## src/rtl/fpx_pkg.sv

```systemverilog
// package: register layout, instruction classes and phase states
package fpx_pkg;
  localparam int unsigned csr_width = 32;
  localparam int unsigned addr_width = 4;
  localparam logic [addr_width-1:0] csr_offset = 4'h0;
  localparam logic [addr_width-1:0] sys_ctrl_offset = 4'h4;
  localparam logic [addr_width-1:0] status_offset = 4'h8;
  localparam int unsigned invalid_flag_bit = 0;
  localparam int unsigned denormal_flag_bit = 1;
  localparam int unsigned divzero_flag_bit = 2;
  localparam int unsigned overflow_flag_bit = 3;
  localparam int unsigned underflow_flag_bit = 4;
  localparam int unsigned inexact_flag_bit = 5;
  localparam int unsigned daz_bit = 6;
  localparam int unsigned invalid_mask_bit = 7;
  localparam int unsigned denormal_mask_bit = 8;
  localparam int unsigned divzero_mask_bit = 9;
  localparam int unsigned overflow_mask_bit = 10;
  localparam int unsigned underflow_mask_bit = 11;
  localparam int unsigned inexact_mask_bit = 12;
  localparam int unsigned ftz_bit = 15;
  localparam int unsigned os_simd_trap_support_bit = 10;
  localparam int unsigned flag_lo = 0;
  localparam int unsigned mask_lo = 7;
  localparam logic [csr_width-1:0] csr_reset = 32'h0000_1f80;
  localparam logic [csr_width-1:0] csr_write_mask = 32'h0000_9fff;
  localparam logic [csr_width-1:0] sys_ctrl_reset = 32'h0000_0000;
  typedef enum logic [3:0] {
    op_arith = 4'h0,
    op_ordered_compare = 4'h1,
    op_compare_signaling = 4'h2,
    op_compare_quiet = 4'h3,
    op_convert_int = 4'h4,
    op_recip_approx = 4'h5,
    op_divide_double = 4'h6,
    op_other = 4'h7
  } op_class_type;
  typedef enum logic [2:0] {
    st_idle = 3'h0,
    st_pre = 3'h1,
    st_pre_trap = 3'h2,
    st_post = 3'h3,
    st_post_trap = 3'h4,
    st_done = 3'h5
  } phase_type;
endpackage

```

## src/rtl/fpx_elem_if.sv

```systemverilog
// interface: per-element condition bits from the checker array
`timescale 1ns/1ps
`default_nettype none
interface fpx_elem_if #(parameter int unsigned lanes = 4);
  logic [lanes-1:0] invalid;
  logic [lanes-1:0] denormal;
  logic [lanes-1:0] divzero;
  logic [lanes-1:0] overflow;
  logic [lanes-1:0] underflow;
  logic [lanes-1:0] inexact;
  logic [lanes-1:0] flush;
  logic [lanes-1:0] daz_zero;
  modport checker_side (output invalid, denormal, divzero, overflow, underflow, inexact,
    output flush, daz_zero);
  modport unit_side (input invalid, denormal, divzero, overflow, underflow, inexact,
    input flush, daz_zero);
endinterface
`default_nettype wire

```

## src/rtl/fpx_lane_check.sv

```systemverilog
// lane checker: per-element condition detection
`timescale 1ns/1ps
`default_nettype none
module fpx_lane_check
  import fpx_pkg::*;
#(
  parameter int unsigned lanes = 4
) (
  // instruction
  input wire op_class_type op_class,
  input wire logic daz_en,
  input wire logic ftz_en,
  input wire logic underflow_masked,
  // per-lane operand classification
  input wire logic [lanes-1:0] src_snan,
  input wire logic [lanes-1:0] src_qnan,
  input wire logic [lanes-1:0] src_denormal,
  input wire logic [lanes-1:0] invalid_arith,
  input wire logic [lanes-1:0] dividend_finite_nonzero,
  input wire logic [lanes-1:0] divisor_zero,
  // per-lane rounded result classification
  input wire logic [lanes-1:0] res_too_big,
  input wire logic [lanes-1:0] res_tiny,
  input wire logic [lanes-1:0] res_inexact,
  // element flags
  fpx_elem_if.checker_side elem
);
  // ****************
  // shared decode
  // ****************
  wire logic qnan_signals;
  wire logic no_denormal;
  wire logic post_capable;
  assign qnan_signals = (op_class == op_ordered_compare) || (op_class == op_compare_signaling);
  assign no_denormal = (op_class == op_convert_int) || (op_class == op_recip_approx);
  assign post_capable = (op_class == op_arith) || (op_class == op_divide_double);

  // ****************
  // per lane
  // ****************
  for (genvar i = 0; i < lanes; i++) begin : g_lane
    wire logic daz_hit;
    assign daz_hit = daz_en && src_denormal[i] && !no_denormal;
    assign elem.invalid[i] = src_snan[i] || invalid_arith[i] || (qnan_signals && src_qnan[i]);
    assign elem.denormal[i] = src_denormal[i] && !no_denormal && !daz_en;
    assign elem.daz_zero[i] = daz_hit;
    assign elem.divzero[i] = (op_class == op_divide_double) && dividend_finite_nonzero[i]
      && divisor_zero[i];
    assign elem.overflow[i] = post_capable && res_too_big[i];
    assign elem.underflow[i] = post_capable && res_tiny[i]
      && (!underflow_masked || res_inexact[i] || (ftz_en && underflow_masked));
    assign elem.inexact[i] = post_capable && (res_inexact[i] || (ftz_en && underflow_masked
      && res_tiny[i]));
    assign elem.flush[i] = post_capable && ftz_en && underflow_masked && res_tiny[i];
  end
endmodule
`default_nettype wire

```

## src/rtl/simd_fp_exception_unit.sv

```systemverilog
// top: SIMD floating-point exception detection, flagging and trap sequencing
//
// How it works
// - unmasked invalid traps to software, operands left untouched
// - quiet NaN raises invalid only for ordered and signaling compares
// - invalid, divide-by-zero, overflow ignore flush-to-zero
// - invalid flag bit 0, mask bit 7
// - denormal source raises denormal unless denormals-are-zero is set; flag bit 1, mask bit 8
// - conversions and reciprocal approximations never raise denormal
// - denormals-are-zero bit 6 turns denormal sources into signed zero
// - double divide of finite nonzero by zero; flag bit 2, mask 9
// - rounded result above largest finite is overflow; flag 3, mask 10
// - unmasked: tiny reports underflow; masked: tiny and inexact, or tiny with flush-to-zero; flag 4, mask 11
// - flush-to-zero bit 15 with masked underflow writes signed zero
// - unrepresentable result raises inexact; mask bit 12, flag bit 5
// - flush-to-zero still reports inexact
// - pre-computation conditions handled before post-computation ones
// - one instruction may trap twice, once per phase
// - all masked: write masked results, no trap
// - masked underflow without inexact leaves underflow flag clear unless flush-to-zero bit 15 is set
// - per-element flags ORed per condition into status
// - unmasked pre conditions: set flags, keep operands, trap; else go post
// - support bit 10 selects simd trap or invalid-opcode trap
// - handler return resumes same instruction at post checking
// - post phase ORs, flags, keeps operands, traps, completes after return
// - masked results held until unmasked post handling finishes
// - masked invalid returns default per operation
`timescale 1ns/1ps
`default_nettype none
module simd_fp_exception_unit
  import fpx_pkg::*;
#(
  parameter int unsigned lanes = 4
) (
  // clock and reset
  input wire logic clk,
  input wire logic rst,
  // register port
  input wire logic [addr_width-1:0] reg_addr,
  input wire logic [csr_width-1:0] reg_wdata,
  input wire logic reg_write,
  input wire logic reg_read,
  output logic [csr_width-1:0] reg_rdata,
  // instruction from datapath
  input wire logic instr_valid,
  input wire op_class_type op_class,
  input wire logic [lanes-1:0] src_snan,
  input wire logic [lanes-1:0] src_qnan,
  input wire logic [lanes-1:0] src_denormal,
  input wire logic [lanes-1:0] invalid_arith,
  input wire logic [lanes-1:0] dividend_finite_nonzero,
  input wire logic [lanes-1:0] divisor_zero,
  input wire logic [lanes-1:0] res_too_big,
  input wire logic [lanes-1:0] res_tiny,
  input wire logic [lanes-1:0] res_inexact,
  // controls to datapath
  output logic instr_busy,
  output logic [lanes-1:0] daz_zero_lane,
  output logic compute_go,
  output logic [lanes-1:0] flush_lane,
  output logic [lanes-1:0] masked_default_lane,
  output logic result_write,
  output logic instr_done,
  // trap dispatch
  output logic simd_fp_trap,
  output logic invalid_opcode_trap,
  output logic trap_post_phase,
  input wire logic handler_return
);
  // ****************
  // element checks
  // ****************
  fpx_elem_if #(.lanes(lanes)) elem ();
  logic [csr_width-1:0] csr_ff;
  logic [csr_width-1:0] sys_ctrl_ff;
  phase_type state_ff;
  phase_type nxt_state;
  op_class_type op_ff;

  fpx_lane_check #(.lanes(lanes)) u_check (
    .op_class(op_ff),
    .daz_en(csr_ff[daz_bit]),
    .ftz_en(csr_ff[ftz_bit]),
    .underflow_masked(csr_ff[underflow_mask_bit]),
    .src_snan(src_snan),
    .src_qnan(src_qnan),
    .src_denormal(src_denormal),
    .invalid_arith(invalid_arith),
    .dividend_finite_nonzero(dividend_finite_nonzero),
    .divisor_zero(divisor_zero),
    .res_too_big(res_too_big),
    .res_tiny(res_tiny),
    .res_inexact(res_inexact),
    .elem(elem.checker_side)
  );

  // ****************
  // reductions and masking
  // ****************
  wire logic any_invalid;
  wire logic any_denormal;
  wire logic any_divzero;
  wire logic any_overflow;
  wire logic any_underflow;
  wire logic any_inexact;
  wire logic [5:0] pre_hit;
  wire logic [5:0] post_hit;
  wire logic [5:0] masks;
  wire logic pre_unmasked;
  wire logic post_unmasked;
  wire logic os_support;
  wire logic in_pre;
  wire logic in_post;
  assign any_invalid = |elem.invalid;
  assign any_denormal = |elem.denormal;
  assign any_divzero = |elem.divzero;
  assign any_overflow = |elem.overflow;
  assign any_underflow = |elem.underflow;
  assign any_inexact = |elem.inexact;
  assign pre_hit = {3'h0, any_divzero, any_denormal, any_invalid};
  assign post_hit = {any_inexact, any_underflow, any_overflow, 3'h0};
  assign masks = csr_ff[inexact_mask_bit:invalid_mask_bit];
  assign pre_unmasked = |(pre_hit & ~masks);
  assign post_unmasked = |(post_hit & ~masks);
  assign os_support = sys_ctrl_ff[os_simd_trap_support_bit];
  assign in_pre = (state_ff == st_pre);
  assign in_post = (state_ff == st_post);

  // ****************
  // phase sequencer
  // ****************
  always_comb begin
    nxt_state = state_ff;
    case (state_ff)
      st_idle: begin
        if (instr_valid) begin
          nxt_state = st_pre;
        end
      end
      st_pre: begin
        if (pre_unmasked) begin
          nxt_state = st_pre_trap;
        end else begin
          nxt_state = st_post;
        end
      end
      st_pre_trap: begin
        if (handler_return) begin
          nxt_state = st_post;
        end
      end
      st_post: begin
        if (post_unmasked) begin
          nxt_state = st_post_trap;
        end else begin
          nxt_state = st_done;
        end
      end
      st_post_trap: begin
        if (handler_return) begin
          nxt_state = st_done;
        end
      end
      st_done: begin
        nxt_state = st_idle;
      end
      default: begin
        nxt_state = st_idle;
      end
    endcase
  end

  always_ff @(posedge clk or posedge rst) begin
    if (rst) begin
      state_ff <= st_idle;
    end else begin
      state_ff <= nxt_state;
    end
  end

  always_ff @(posedge clk or posedge rst) begin
    if (rst) begin
      op_ff <= op_other;
    end else if (state_ff == st_idle && instr_valid) begin
      op_ff <= op_class;
    end
  end

  // ****************
  // trap outputs
  // ****************
  wire logic trap_fire;
  assign trap_fire = (in_pre && pre_unmasked) || (in_post && post_unmasked);
  assign simd_fp_trap = trap_fire && os_support;
  assign invalid_opcode_trap = trap_fire && !os_support;
  assign trap_post_phase = in_post;
  assign instr_busy = (state_ff != st_idle);
  assign daz_zero_lane = elem.daz_zero;
  // operands stay untouched while a pre trap is pending
  assign compute_go = in_post;
  assign flush_lane = elem.flush;
  assign result_write = (state_ff == st_done);
  assign masked_default_lane = elem.invalid & {lanes{csr_ff[invalid_mask_bit]}};
  assign instr_done = (state_ff == st_done);

  // ****************
  // registers
  // ****************
  wire logic csr_sel;
  wire logic sys_sel;
  wire logic [5:0] set_pre;
  wire logic [5:0] set_post;
  wire logic [5:0] flag_set;
  wire logic [csr_width-1:0] csr_written;
  wire logic [csr_width-1:0] nxt_csr;
  assign csr_sel = reg_write && (reg_addr == csr_offset);
  assign sys_sel = reg_write && (reg_addr == sys_ctrl_offset);
  assign set_pre = in_pre ? pre_hit : 6'h00;
  assign set_post = in_post ? post_hit : 6'h00;
  assign flag_set = set_pre | set_post;
  assign csr_written = csr_sel ? (reg_wdata & csr_write_mask) : csr_ff;
  // set wins over a clearing write
  assign nxt_csr = csr_written | {26'h0, flag_set};

  always_ff @(posedge clk or posedge rst) begin
    if (rst) begin
      csr_ff <= csr_reset;
    end else begin
      csr_ff <= nxt_csr;
    end
  end

  always_ff @(posedge clk or posedge rst) begin
    if (rst) begin
      sys_ctrl_ff <= sys_ctrl_reset;
    end else if (sys_sel) begin
      sys_ctrl_ff <= reg_wdata;
    end
  end

  wire logic [csr_width-1:0] rd_mux;
  assign rd_mux = (reg_addr == csr_offset) ? csr_ff :
    (reg_addr == sys_ctrl_offset) ? sys_ctrl_ff :
    (reg_addr == status_offset) ? {29'h0, state_ff} : 32'h0000_0000;

  always_ff @(posedge clk or posedge rst) begin
    if (rst) begin
      reg_rdata <= 32'h0000_0000;
    end else if (reg_read) begin
      reg_rdata <= rd_mux;
    end else begin
      reg_rdata <= 32'h0000_0000;
    end
  end

  // ****************
  // assertions
  // ****************
  a_pre_trap_seq: assert property (@(posedge clk) disable iff (rst)
    (in_pre && pre_unmasked) |=> (state_ff == st_pre_trap) && !compute_go)
    else $error("pre trap did not hold operands");
  a_trap_select: assert property (@(posedge clk) disable iff (rst)
    trap_fire |-> (simd_fp_trap == os_support) && (invalid_opcode_trap != os_support))
    else $error("wrong trap kind");
  a_resume_post: assert property (@(posedge clk) disable iff (rst)
    (state_ff == st_pre_trap && handler_return) |=> in_post)
    else $error("handler return did not resume post phase");
  a_post_trap_seq: assert property (@(posedge clk) disable iff (rst)
    (in_post && post_unmasked) |=> (state_ff == st_post_trap) && !result_write)
    else $error("post trap wrote results");
  a_masked_no_trap: assert property (@(posedge clk) disable iff (rst)
    (in_pre && !pre_unmasked) ##1 (in_post && !post_unmasked) |=> result_write ##1 !instr_busy)
    else $error("masked instruction did not complete");
  a_flag_sticky: assert property (@(posedge clk) disable iff (rst)
    ($past(csr_ff[invalid_flag_bit]) && !$past(csr_sel)) |-> csr_ff[invalid_flag_bit])
    else $error("sticky flag dropped");
  a_flag_or: assert property (@(posedge clk) disable iff (rst)
    (in_post && any_overflow) |=> csr_ff[overflow_flag_bit])
    else $error("overflow flag not set");
  a_ftz_inexact: assert property (@(posedge clk) disable iff (rst)
    (|flush_lane && in_post) |=> csr_ff[inexact_flag_bit])
    else $error("flush without inexact flag");
  a_no_write_trap: assert property (@(posedge clk) disable iff (rst)
    (state_ff == st_post_trap) |-> !result_write)
    else $error("masked results written early");
  a_invalid_flag_set: assert property (@(posedge clk) disable iff (rst)
    (in_pre && any_invalid) |=> csr_ff[invalid_flag_bit])
    else $error("invalid flag not set");
  a_denormal_flag_set: assert property (@(posedge clk) disable iff (rst)
    (in_pre && any_denormal) |=> csr_ff[denormal_flag_bit])
    else $error("denormal flag not set");
  a_divzero_flag_set: assert property (@(posedge clk) disable iff (rst)
    (in_pre && any_divzero) |=> csr_ff[divzero_flag_bit])
    else $error("divide by zero flag not set");
  a_underflow_flag_set: assert property (@(posedge clk) disable iff (rst)
    (in_post && any_underflow) |=> csr_ff[underflow_flag_bit])
    else $error("underflow flag not set");
  a_inexact_flag_set: assert property (@(posedge clk) disable iff (rst)
    (in_post && any_inexact) |=> csr_ff[inexact_flag_bit])
    else $error("inexact flag not set");
  a_pre_no_compute: assert property (@(posedge clk) disable iff (rst)
    in_pre |-> !compute_go && !result_write)
    else $error("compute during pre phase");
  a_pre_trap_hold: assert property (@(posedge clk) disable iff (rst)
    (state_ff == st_pre_trap && !handler_return) |=> (state_ff == st_pre_trap))
    else $error("pre trap left without handler return");
  a_post_trap_hold: assert property (@(posedge clk) disable iff (rst)
    (state_ff == st_post_trap && !handler_return) |=> (state_ff == st_post_trap))
    else $error("post trap left without handler return");
  a_trap_one_pulse: assert property (@(posedge clk) disable iff (rst)
    trap_fire |=> !simd_fp_trap && !invalid_opcode_trap)
    else $error("trap longer than one cycle");
  a_done_one_pulse: assert property (@(posedge clk) disable iff (rst)
    result_write |=> !result_write && !instr_busy)
    else $error("completion not a single pulse");
  a_post_after_pre: assert property (@(posedge clk) disable iff (rst)
    in_post |-> ($past(state_ff) == st_pre) || ($past(state_ff) == st_pre_trap))
    else $error("post phase without pre phase");
  a_csr_readback: assert property (@(posedge clk) disable iff (rst)
    (reg_read && reg_addr == csr_offset) |=> (reg_rdata == $past(csr_ff)))
    else $error("control status readback wrong");
  c_double_trap: cover property (@(posedge clk) disable iff (rst)
    (state_ff == st_pre_trap) ##[1:50] (state_ff == st_post_trap));
  c_masked_done: cover property (@(posedge clk) disable iff (rst)
    in_pre ##1 in_post ##1 result_write);
  c_opcode_trap: cover property (@(posedge clk) disable iff (rst) invalid_opcode_trap);
  c_post_only_trap: cover property (@(posedge clk) disable iff (rst)
    (in_pre && !pre_unmasked) ##1 (in_post && post_unmasked));
  c_daz_flush: cover property (@(posedge clk) disable iff (rst)
    (in_post && |daz_zero_lane && |flush_lane));
endmodule
`default_nettype wire

```

## config.mk

```make
export PLATFORM = sky130hd
export DESIGN_NAME = simd_fp_exception_unit
export DESIGN_NICKNAME = d
export VERILOG_FILES = /design/src/rtl/fpx_pkg.sv /design/src/rtl/fpx_elem_if.sv /design/src/rtl/fpx_lane_check.sv /design/src/rtl/simd_fp_exception_unit.sv
export SDC_FILE = /design/constraint.sdc
export NUM_CORES = 1
export LEC_CHECK = 0
export ABC_AREA = 1
export BUFFER_PORTS_ARGS = -buffer_cell sky130_fd_sc_hd__buf_4
export CORE_MARGIN = 1.5
export CORE_UTILIZATION = 35
export DETAILED_ROUTE_END_ITERATION = 12
export PLACE_DENSITY_LB_ADDON = 0.12
export REMOVE_ABC_BUFFERS = 1
export SKIP_LAST_GASP = 1
export SLEW_MARGIN = 0
export SYNTH_ARGS = -nofsm -noshare
export SYNTH_HDL_FRONTEND = slang
export SYNTH_SLANG_ARGS = --single-unit
```

## constraint.sdc

```tcl
create_clock -name clk -period 3.79 [get_ports clk]
set_clock_uncertainty 0.2 [all_clocks]
set_input_delay 0.1895 -clock clk [delete_from_list [all_inputs] [get_ports clk]]
set_output_delay 0.1895 -clock clk [all_outputs]
set_load 0.01 [all_outputs]
```

After elaboration in Yosys (flattened, before gate mapping) --
Index checks and enable logic that the tools add are counted.
Word-level totals: register bits 103, input bits 82, output and inout bits 51, word-level logic and storage cells 142
Operators by class: eq/ne operators 15, multiplexer cells 13, bitwise operators 6, reduce and logical (&&, ||, !) cells 103
Operators by type and width (count):
- 32-bit 2-to-1 mux | 4
- 1-bit logical AND | 62
- 32-bit by 6-bit OR with 32-bit output | 1
- 1-bit logical OR | 24
- 4-bit OR reduction | 6
- 4-bit by 3-bit equality test with 1-bit output, second input constant | 4
- 3-bit 2-to-1 mux | 5
- 3-bit case mux with 5 select lines | 1
- 6-bit OR reduction | 2
- 4-bit logical NOT | 2
- 3-bit by 6-bit AND with 6-bit output | 1
- 6-bit AND | 1
- 3-bit by 2-bit equality test with 1-bit output, second input constant | 2
- 3-bit equality test, second input constant | 2
- 6-bit 2-to-1 mux | 1
- 2-bit != test, second input constant | 3
- 6-bit NOT | 1
- 3-bit by 6-bit OR with 6-bit output | 1
- 4-bit AND | 1
- 4-bit by 1-bit equality test with 1-bit output, second input constant | 1
- 4-bit by 2-bit equality test with 1-bit output, second input constant | 1
- 4-bit equality test, second input constant | 1
- 1-bit logical NOT | 4
- 3-bit by 1-bit equality test with 1-bit output, second input constant | 1
- other kinds (4) | 5

Logic depth before layout (Yosys ltp) --
Gate-level depths: netlist of run 1.
depth after elaboration 11, mapped depth 10, depth with buffers taken out 10

Cells and area by module --
A second synthesis of run 1 with hierarchy kept.
Second synthesis, totals: cells, all modules 466, area, all modules 3986.3 um^2
By module, submodules not included:
- simd_fp_exception_unit | instances 1, cells an instance 374, area each 3532.1 um^2, seq. area each 2138.3 um^2
- fpx_lane_check | instances 1, cells an instance 92, area each 454.2 um^2, seq. area each 0.0 um^2

Least setup slack after synthesis of run 1 --
OpenSTA, ideal clock, no wires.
path kind reg2out, from register op_ff[2], to output port invalid_opcode_trap, arrival time 1.320 ns, data required time 3.401 ns, setup slack 2.081 ns, stages on the path, launching flop included 9, path buffers 0, path through dfstp_2 > inv_2 > nor2_2 > nand2_2 > nand2_4 > nand3_1 > nand3_2 > nand2_1 > a21oi_1
Between the ends: longest elaborated chain between the ends 11, elaborated cells on any way between the ends 64, those cells by class 5 x eq/ne; 2 x bitwise; 57 x reduce/logical
RTL lines:
- start: declaration | RTL line simd_fp_exception_unit.sv:78 | op_class_type op_ff;
- start signal: assignment | RTL line simd_fp_exception_unit.sv:183 | op_ff <= op_other;
- start signal: assignment | RTL line simd_fp_exception_unit.sv:185 | op_ff <= op_class;
- 4-bit by 3-bit equality test with 1-bit output | RTL line fpx_lane_check.sv:35 | assign no_denormal = (op_class == op_convert_int) || (op_class == op_recip_approx);
- 1-bit logical OR | RTL line fpx_lane_check.sv:35
- 1-bit logical NOT | RTL line fpx_lane_check.sv:45 | assign elem.denormal[i] = src_denormal[i] && !no_denormal && !daz_en;
- 1-bit logical AND (2 in a row) | RTL line fpx_lane_check.sv:45
- 4-bit OR reduction | RTL line simd_fp_exception_unit.sv:115 | assign any_denormal = |elem.denormal;
- 3-bit by 6-bit AND with 6-bit output | RTL line simd_fp_exception_unit.sv:123 | assign pre_unmasked = |(pre_hit & ~masks);
- 6-bit OR reduction | RTL line simd_fp_exception_unit.sv:123
- 1-bit logical AND | RTL line simd_fp_exception_unit.sv:193 | assign trap_fire = (in_pre && pre_unmasked) || (in_post && post_unmasked);
- 1-bit logical OR (*) | RTL line simd_fp_exception_unit.sv:193
- 1-bit logical AND (*) | RTL line simd_fp_exception_unit.sv:195 | assign invalid_opcode_trap = trap_fire && !os_support;
- end: declaration | RTL line simd_fp_exception_unit.sv:66 | output logic invalid_opcode_trap,
Mark *: on every way between the ends. The rest lies on a longest branch, timed or not.

Worst setup path in the final report of run 1 --
from input port reg_addr[2], to register sys_ctrl_ff[2]
Between the ends: longest elaborated chain between the ends 2
RTL lines:
- start: declaration | RTL line simd_fp_exception_unit.sv:39 | input wire logic [addr_width-1:0] reg_addr,
- 4-bit by 3-bit equality test with 1-bit output | RTL line simd_fp_exception_unit.sv:217 | assign sys_sel = reg_write && (reg_addr == sys_ctrl_offset);
- 1-bit logical AND | RTL line simd_fp_exception_unit.sv:217
- end signal: assignment | RTL line simd_fp_exception_unit.sv:235 | sys_ctrl_ff <= sys_ctrl_reset;
- end signal: assignment | RTL line simd_fp_exception_unit.sv:237 | sys_ctrl_ff <= reg_wdata;
- end: declaration | RTL line simd_fp_exception_unit.sv:75 | logic [csr_width-1:0] sys_ctrl_ff;
Every way passes these cells. A chain may end at the register's enable or synchronous reset.

==> summary.txt, run 1 <==
Finish
  • # diodes: 0
  • Fraction of layout cells with a size suffix above 1: 0.385
  • Final net count: 682
  • Final Util: 0.522
  • P&R area growth vs syn: 43.5%

Clock tree
  • Post-CTS setup buffer count: 0
  • Hold buffer count at CTS: 41
  • Total clock sinks: 85
  • # H-tree levels: 3
  • CTS tree: done
  • Worst-skew pair later-pin latency: 320 ps
  • Max Buffers Root-to-Sink: 2
  • Cts bufs inserted: 9
  • Clock slew at reported path FFs: 60 ps
  • Post-CTS sizing: 0
  • Root Buffer: clkbuf_16

Worst setup path
  • Critical-path cell list: dlygate4sd3_1, buf_4, inv_1, nor2_4, nand2_4, mux2_4
  • Startpoint Class: input port
  • Slowest Stage Delay on Critical Path: 620 ps
  • Crit path capture type: flop
  • WP data required: 3800 ps
  • CP arrival: 2460 ps
  • Worst Path Max Fanout: 63
  • Slowest cell on the critical path: nand2_4
  • Family with the most delay on the worst path: simple AND/OR/NAND/NOR gates
  • Kind of critical path: in2reg
  • Buf/Inv on CP: 3

Place
  • Port buffer count: 132
  • Hpwl dp: 6950 um
  • Global placement routability congestion: 0.746

Status
  • Status: completed

Global routing
  • First-pass GRT wire length: 15,700 um
  • Initial antenna violation count: 0
  • Pin count of the biggest net entering global routing: 64
  • GRT Overall Usage: 0.168
  • Number of global-route vias before repair: 3,373
  • Grt total ovfl: 0

Route
  • Vias per cell: 4.50
  • Met2 wire length: 4790 um
  • Drt total wl: 9660 um
  • DRC: 0
  • Vias: 3,354
  • First DRT Iteration DRCs: 198
  • DR WL/cell: 13.0 um
  • First-pass DRT Iterations: 6
  • Detail Route Antenna Nets: 0
  • Met3 wire length: 364 um
  • WL met1: 4440 um
  • Highest Signal Layer: met4

Timing
  • Relative slew margins: 0.349
  • Final hold viol count: 0
  • Max Fclk: 0.408 GHz
  • Slew Viols, Final: 0
  • Post-layout min period: 2450 ps
  • Period utilization: 0.646
  • Worst Tran Pin Value: 976 ps
  • RSZ-0062 raised after global routing: false
  • Endpoints failing setup: 0
  • Total negative slack: 0 ps

Synthesis
  • Seq/Total Area, Yosys: 0.535
  • Most instantiated library cell after synthesis: nand2_1
  • Top FF cell, synth: dfrtp_1
  • Synth top area share: 0.476
  • Avg Inst Size Synth: 9.22 sq um
  • Leading cell types by count after synthesis: nand2_1, dfrtp_1, inv_1
  • Ys async rst share: 1.00
  • Yosys reg bits: 85
  • Synth top area cells: dfrtp_1, nand2_1, dfstp_2
  • Count of yosys warnings during synthesis: 0
  • Synthesized netlist cell count: 433
  • Cell Area, Synth: 3990 sq um
  • EDFF count, synth: 0
  • Synth unique cells: 35
  • Synth area leader: dfrtp_1

Power
  • Pint: 1.96 mW
  • Combinational Power Share: 0.266
  • Switching Share: 0.307
  • Max VDD drop: 280 uV
  • Flop pwr share: 0.419
  • Clock share of power: 0.315
  • Power per cell area: 493 nW/um^2
  • Sw Pwr: 867 uW
  • Final total power: 2.83 mW
  • Pleak: 2.96 nW

Floorplan
  • Core area: 11,000 sq um
  • Die area: 12,100 sq um
  • FP Rows: 38
  • Die Wd: 110 um
  • Starting density of the core: 0.364
  • IO Count: 133
  • Die Y-Extent: 110 um

Flow run
  • Max-Cap Viols: 0

Worst hold path
  • Hold WC Path Type: in2reg
## layout by cell type (no fill, tap or decap)
cell / Yosys / final
a21oi_1: 15 / 15
a21oi_2: 19 / 19
a221oi_2: 1 / 1
a31oi_1: 3 / 3
and2_0: 1 / 1
buf_4: 7 / 134
bufinv_16: 0 / 1
clkbuf_16: 0 / 9
clkbuf_8: 0 / 1
clkinv_1: 1 / 1
clkinv_2: 1 / 3
clkinv_4: 0 / 1
clkinvlp_4: 0 / 1
dfrtp_1: 76 / 76
dfstp_2: 9 / 9
dlygate4sd3_1: 0 / 41
inv_1: 58 / 57
inv_2: 4 / 4
inv_6: 0 / 2
mux2_2: 1 / 1
mux2_4: 1 / 1
nand2_1: 78 / 78
nand2_2: 4 / 4
nand2_4: 2 / 2
nand3_1: 21 / 21
nand3_2: 3 / 3
nand4_1: 5 / 5
nor2_1: 47 / 47
nor2_2: 19 / 19
nor2_4: 5 / 5
nor3_1: 1 / 1
nor3_4: 1 / 1
o211ai_1: 3 / 3
o21ai_0: 12 / 12
o21ai_1: 3 / 3
o21ai_2: 12 / 12
o221ai_1: 1 / 1
o31ai_1: 6 / 6
o32ai_1: 1 / 1
## metrics by stage
stage | instances | setup WS (ps) | area [sq um] | hold WS (ps)
after floorplan | 414 | 1220 | 3830 | 120
after global placement | 688 | 1450 | 5010 | 115
after detailed placement | 688 | 1400 | 5010 | 116
after CTS | 745 | 1330 | 5730 | 4.74
after global routing | 745 | 1220 | 5730 | 23.5
final | 745 | 1340 | 5730 | 4.72
## cells by family after synthesis
kind of cell | synth area share
DFF | 0.535
buffers and inverters | 0.101
and+or+nand+nor | 0.222
AOI/OAI and AO/OA | 0.135
muxes | 0.00658
## routing by layer
layer / track usage / vias to the layer above
met5: 0 / -
met4: 0.0343 / 0
met3: 0.0379 / 4
met2: 0.282 / 75
met1: 0.222 / 1579
li1: - / 1696
## final cells by class
type | instances | area [sq um]
Clock buffer | 10 | 239
Clock inverter | 6 | 68.8
Fill cell | 1049 | 5250
Inverter | 64 | 243
Multi-Input combinational cell | 265 | 1450
Sequential cell | 85 | 2140
Tap cell | 140 | 175
Timing Repair Buffer | 175 | 1420
## worst paths after layout
path	from	end	slack (ps)	cells after the start
min	instr_valid	op_ff[0]	5	3
max reg2reg	state_ff[1]	op_ff[1]	1880	7
min in group asynchronous	rst	reg_rdata[17]	290	3
max	reg_addr[2]	sys_ctrl_ff[2]	1340	6
min reg2reg	sys_ctrl_ff[4]	sys_ctrl_ff[4]	290	2
max in group asynchronous	rst	csr_ff[8]	2280	4
## worst register-to-register path: cells and delay by family, from the launching register on
family | cells | cell delay, ps
compound gates | 1 | 50
buf+inv | 2 | 630
flops | 1 | 480
simple gates | 4 | 490
## registers in the layout (all words and copies together), names as in the netlist
register,cells
state_ff,3
reg_rdata,32
op_ff,4
sys_ctrl_ff,32
csr_ff,14
## power groups by stage
stage	registers [mW]	clock network, mW	logic [mW]
2_1_floorplan	1.18	0	0.455
3_3_place_gp	1.19	0	0.697
3_5_place_dp	1.20	0	0.710
4_1_cts	1.18	0.911	0.763
5_1_grt	1.20	0.943	0.849
6_report	1.18	0.890	0.753
(Power assumes the default switching activity.)
==> run 2, diff against run 1 <==
Clock period 3.79 ns to 2.55 ns, I/O delays scaled along.
==> summary.txt, run 2 (synthesis results as in run 1) <==
Status
  • Status: completed

Timing
  • Slew Viols, Final: 0
  • Relative slew margins: 0.515
  • Final hold viol count: 0
  • Endpoints failing setup: 0
  • Final WS setup: 166 ps
  • Post-layout min period: 2380 ps
  • Period utilization: 0.935
  • RSZ-0062 raised after global routing: false
  • Total negative slack: 0 ps
  • Max Fclk: 0.419 GHz
  • Worst Tran Pin Value: 726 ps

Power
  • Max VDD drop: 354 uV
  • Clock share of power: 0.319
  • Pint: 2.94 mW
  • Sw Pwr: 1.38 mW
  • Power per cell area: 736 nW/um^2
  • Pleak: 3.02 nW
  • Flop pwr share: 0.406
  • Switching Share: 0.319
  • Combinational Power Share: 0.275

Floorplan
  • Die Y-Extent: 110 um
  • Die Wd: 110 um
  • FP Rows: 38
  • IO Count: 133
  • Starting density of the core: 0.364
  • Die area: 12,100 sq um
  • Core area: 11,000 sq um

Clock tree
  • Worst-skew pair later-pin latency: 340 ps
  • Max Buffers Root-to-Sink: 2
  • Root Buffer: clkbuf_16
  • # H-tree levels: 3
  • Total clock sinks: 85
  • CTS tree: done
  • Clock slew at reported path FFs: 70 ps
  • Cts bufs inserted: 9

Global routing
  • Grt total ovfl: 0
  • Pin count of the biggest net entering global routing: 51
  • Initial antenna violation count: 0
  • GRT Overall Usage: 0.177
  • Number of global-route vias before repair: 3,413
  • First-pass GRT wire length: 16,400 um

Worst hold path
  • Hold WC Path Type: in2reg

Place
  • Pre-CTS setup slack: 681 ps
  • Global placement routability congestion: 0.760
  • Hpwl dp: 7050 um
  • Port buffer count: 132

Route
  • DRC: 0
  • First DRT Iteration DRCs: 153
  • First-pass DRT Iterations: 4
  • Vias: 3,442
  • Vias per cell: 4.55
  • Detail Route Antenna Nets: 0
  • DR WL/cell: 13.4 um
  • Drt total wl: 10,100 um

Finish
  • Commonest non-fill, non-tap cell in the layout: buf_4
  • Fraction of layout cells with a size suffix above 1: 0.390
  • # diodes: 0
  • Layout fillers: 1,018
  • Register area: 2140 sq um
  • P&R area growth vs syn: 47.0%
  • Top Registers: reg_rdata x32, sys_ctrl_ff x32, csr_ff x14
  • Final net count: 693
  • Commonest non-fill, non-tap cells in the layout: buf_4, nand2_1, dfrtp_1
  • Combined area of the multi-input logic cells: 1460 sq um

Worst setup path
  • CP arrival: 2450 ps
  • Worst Path Max Fanout: 7
  • WP data required: 2610 ps
  • Crit path capture type: flop
  • Kind of critical path: reg2reg
  • Startpoint Class: flop

Flow run
  • Max-Cap Viols: 0
==> run 2: what timing repair did <==
action | in CTS | in global routing
setup endpoints to repair | 0 | 3
buffers inserted | 0 | 1
endpoints found under the hold margin | 96 | 0
resized for setup | 0 | 4
hold buffers | 49 | 0
==> run 2: layout make-up <==
| type | instances | share of cell area |
|---|---|---|
| Clock buffer | 9 | 0.0384 |
| Clock inverter | 7 | 0.0147 |
| Inverter | 64 | 0.0414 |
| Multi-Input combinational cell | 265 | 0.248 |
| Sequential cell | 85 | 0.365 |
| Tap cell | 140 | 0.0298 |
| Timing Repair Buffer | 186 | 0.263 |
==> run 2: path summary, 6_finish.rpt <==
kind	endpoint	slack, ps	cells after the start	startpoint
setup / recovery	op_ff[2]	170	8	state_ff[1]
hold / removal	state_ff[0]	20	5	instr_valid
setup reg to reg	op_ff[2]	170	8	state_ff[1]
hold reg to reg	sys_ctrl_ff[5]	280	2	sys_ctrl_ff[5]
max in group asynchronous	csr_ff[9]	1170	4	rst
min in group asynchronous	reg_rdata[29]	250	3	rst
==> run 2: critical path, stage by stage, from the launching register on <==
cell and delay, ps:
dfrtp_2 430, nor2_2 160, nand2_2 100, inv_1 70, nand2_2 100, nor2_1 90, dlygate4sd3_1 550, a21oi_1 40
dlygate4sd3_1 560
==> run 2: through the flow <==
step / total power [mW] / std cells / cell area, sq um / hold WS [ps] / util
after global placement: 2.81 / 690 / 5050 / 72.1 / 0.460
after CTS: 4.33 / 755 / 5860 / 11.3 / 0.533
after floorplan: 2.43 / 414 / 3830 / 57.6 / -
after global routing: 4.58 / 756 / 5870 / 38.0 / 0.534
after detailed placement: 2.84 / 690 / 5050 / 83.1 / 0.460
final: 4.32 / 756 / 5870 / 19.0 / 0.534
==> run 2: power by group through the flow <==
stage          Clock, mW  Sequential [mW]  Combinational (mW)
2_1_floorplan          0             1.75               0.677
6_report            1.38             1.76                1.19
3_3_place_gp           0             1.78                1.03
4_1_cts             1.40             1.76                1.16
3_5_place_dp           0             1.78                1.06
5_1_grt             1.47             1.79                1.33
==> run 2: layer usage <==
layer	routed length [um]	up-vias	share of wire	track usage
met1	4790	1621	0.47	0.244
li1	-	1726	-	-
met5	0	-	0	0
met3	399	14	0.039	0.0273
met4	195	0	0.019	0.0733
met2	4760	81	0.47	0.278
==> run 3, diff against run 2 <==
Settings changed: CELL_PAD_IN_SITES_DETAIL_PLACEMENT set to 0, CELL_PAD_IN_SITES_GLOBAL_PLACEMENT set to 1.
==> summary.txt, run 3 (synthesis results as in run 1) <==
Status
  • Status: finished, violations left
  • Failing checks: negative hold slack

Finish
  • Commonest non-fill, non-tap cell in the layout: buf_4
  • P&R area growth vs syn: 46.5%
  • Final net count: 691
  • Commonest non-fill, non-tap cells in the layout: buf_4, nand2_1, dfrtp_1
  • Finished Layout Cells: 754
  • Fraction of layout cells with a size suffix above 1: 0.384
  • Final instance area: 5850 sq um
  • # diodes: 0
  • Top Registers: reg_rdata x32, sys_ctrl_ff x32, csr_ff x14

Floorplan
  • Core area: 11,000 sq um
  • Die Wd: 110 um
  • IO Count: 133
  • Starting density of the core: 0.364
  • FP Rows: 38
  • Die area: 12,100 sq um
  • Die Y-Extent: 110 um

Route
  • DRC: 0
  • Detail Route Antenna Nets: 0
  • First-pass DRT Iterations: 4
  • First DRT Iteration DRCs: 133
  • Vias: 3,375
  • Drt total wl: 9710 um
  • DR WL/cell: 12.9 um
  • Vias per cell: 4.48

Worst setup path
  • Most frequent CP cell: dlygate4sd3_1
  • Slowest Stage Delay on Critical Path: 570 ps
  • Startpoint Class: flop
  • Family with the most delay on the worst path: buffers and inverters
  • Kind of critical path: reg2reg
  • CP arrival: 2470 ps
  • Worst Path Max Fanout: 7
  • Crit path capture type: flop
  • Buf/Inv on CP: 3
  • Critical-path cell list: nor2_4, nand2_1, inv_1, nand2_2, nor2_1, dlygate4sd3_1, a21oi_1, dlygate4sd3_1
  • Slowest cell on the critical path: dlygate4sd3_1
  • WP data required: 2610 ps

Power
  • Pleak: 3.01 nW
  • Power per cell area: 729 nW/um^2
  • Final total power: 4.26 mW
  • Max VDD drop: 333 uV

Timing
  • Max Fclk: 0.413 GHz
  • Period utilization: 0.948
  • Relative slew margins: 0.510
  • Post-layout min period: 2420 ps
  • RSZ-0062 raised after global routing: false
  • Endpoints failing setup: 0
  • Worst Tran Pin Value: 733 ps
  • Fin Hold WS: -1.30 ps
  • Final hold viol count: 1
  • Total negative slack: 0 ps
  • Slew Viols, Final: 0

Global routing
  • Pin count of the biggest net entering global routing: 55
  • GRT Overall Usage: 0.167
  • Initial antenna violation count: 0
  • Number of global-route vias before repair: 3,323
  • First-pass GRT wire length: 15,300 um
  • Grt total ovfl: 0

Clock tree
  • Total clock sinks: 85
  • Root Buffer: clkbuf_16
  • Cts bufs inserted: 9
  • Clock slew at reported path FFs: 70 ps
  • Post-CTS setup buffer count: 0
  • # H-tree levels: 3
  • CTS tree: done
  • Max Buffers Root-to-Sink: 2
  • Worst-skew pair later-pin latency: 330 ps

Place
  • Global placement routability congestion: 0.730
  • DP Cell Count: 689
  • Hpwl dp: 6740 um
  • Port buffer count: 132
  • Placed inst area: 5050 sq um

Worst hold path
  • Hold WC Path Type: in2reg

Flow run
  • Max-Cap Viols: 0
run 3: cell types whose count changed in the layout (fill, tap and decap cells not counted), sizes merged:
cell and change:
buf -2, clkinv +1, inv -1
run 3: layout make-up:
type | count | area [sq um]
inverters | 64 | 243
multi-input cells | 265 | 1460
repair buffers | 184 | 1530
flip-flops and latches | 85 | 2140
well taps | 140 | 175
clock inverters | 7 | 80.1
fillers | 1055 | 5130
clock buffers | 9 | 225
run 3: path summary, 6_finish.rpt:
check	start	end	slack, ps	cells after the start
max in group asynchronous	rst	csr_ff[10]	1250	4
hold reg to reg	sys_ctrl_ff[0]	sys_ctrl_ff[0]	280	2
setup / recovery	state_ff[1]	op_ff[0]	130	8
hold / removal	dividend_finite_nonzero[0]	csr_ff[2]	-1	5
min in group asynchronous	rst	reg_rdata[18]	190	3
setup reg to reg	state_ff[1]	op_ff[0]	130	8
run 3: worst reg2reg max path, cell delays in order (launching register included):
cell and delay (ps):
dfrtp_2 470, nor2_4 140, nand2_1 100, inv_1 80, nand2_2 90, nor2_1 90
dlygate4sd3_1 550, a21oi_1 50, dlygate4sd3_1 570
run 3: power breakdown:
| group | leakage, nW | internal [mW] | switching, mW | total (mW) |
|---|---|---|---|---|
| clock | 0.149 | 0.774 | 0.556 | 1.33 |
| sequential | 1.04 | 1.62 | 0.150 | 1.77 |
| combinational | 1.82 | 0.553 | 0.615 | 1.17 |
run 3: routing by layer:
layer / track usage / up-vias / part of all wire
li1: - / 1722 / -
met1: 0.219 / 1561 / 0.45
met2: 0.279 / 78 / 0.50
met3: 0.0231 / 14 / 0.038
met4: 0.0649 / 0 / 0.016
met5: 0 / - / 0
run 3: timing repair:
item	in CTS	in global routing
resized for setup	0	3
endpoints found under the setup margin	0	3
hold buffers	49	0
hold endpoints to repair	93	0
run 3: metrics by stage:
step	hold WS, ps	utilization	setup slack, ps
2_1_floorplan	57.6	-	43.9
3_3_place_gp	5.75	0.460	647
3_5_place_dp	4.58	0.460	587
4_1_cts	7.62	0.532	86.5
5_1_grt	24.0	0.533	3.84
6_report	-1.30	0.533	131
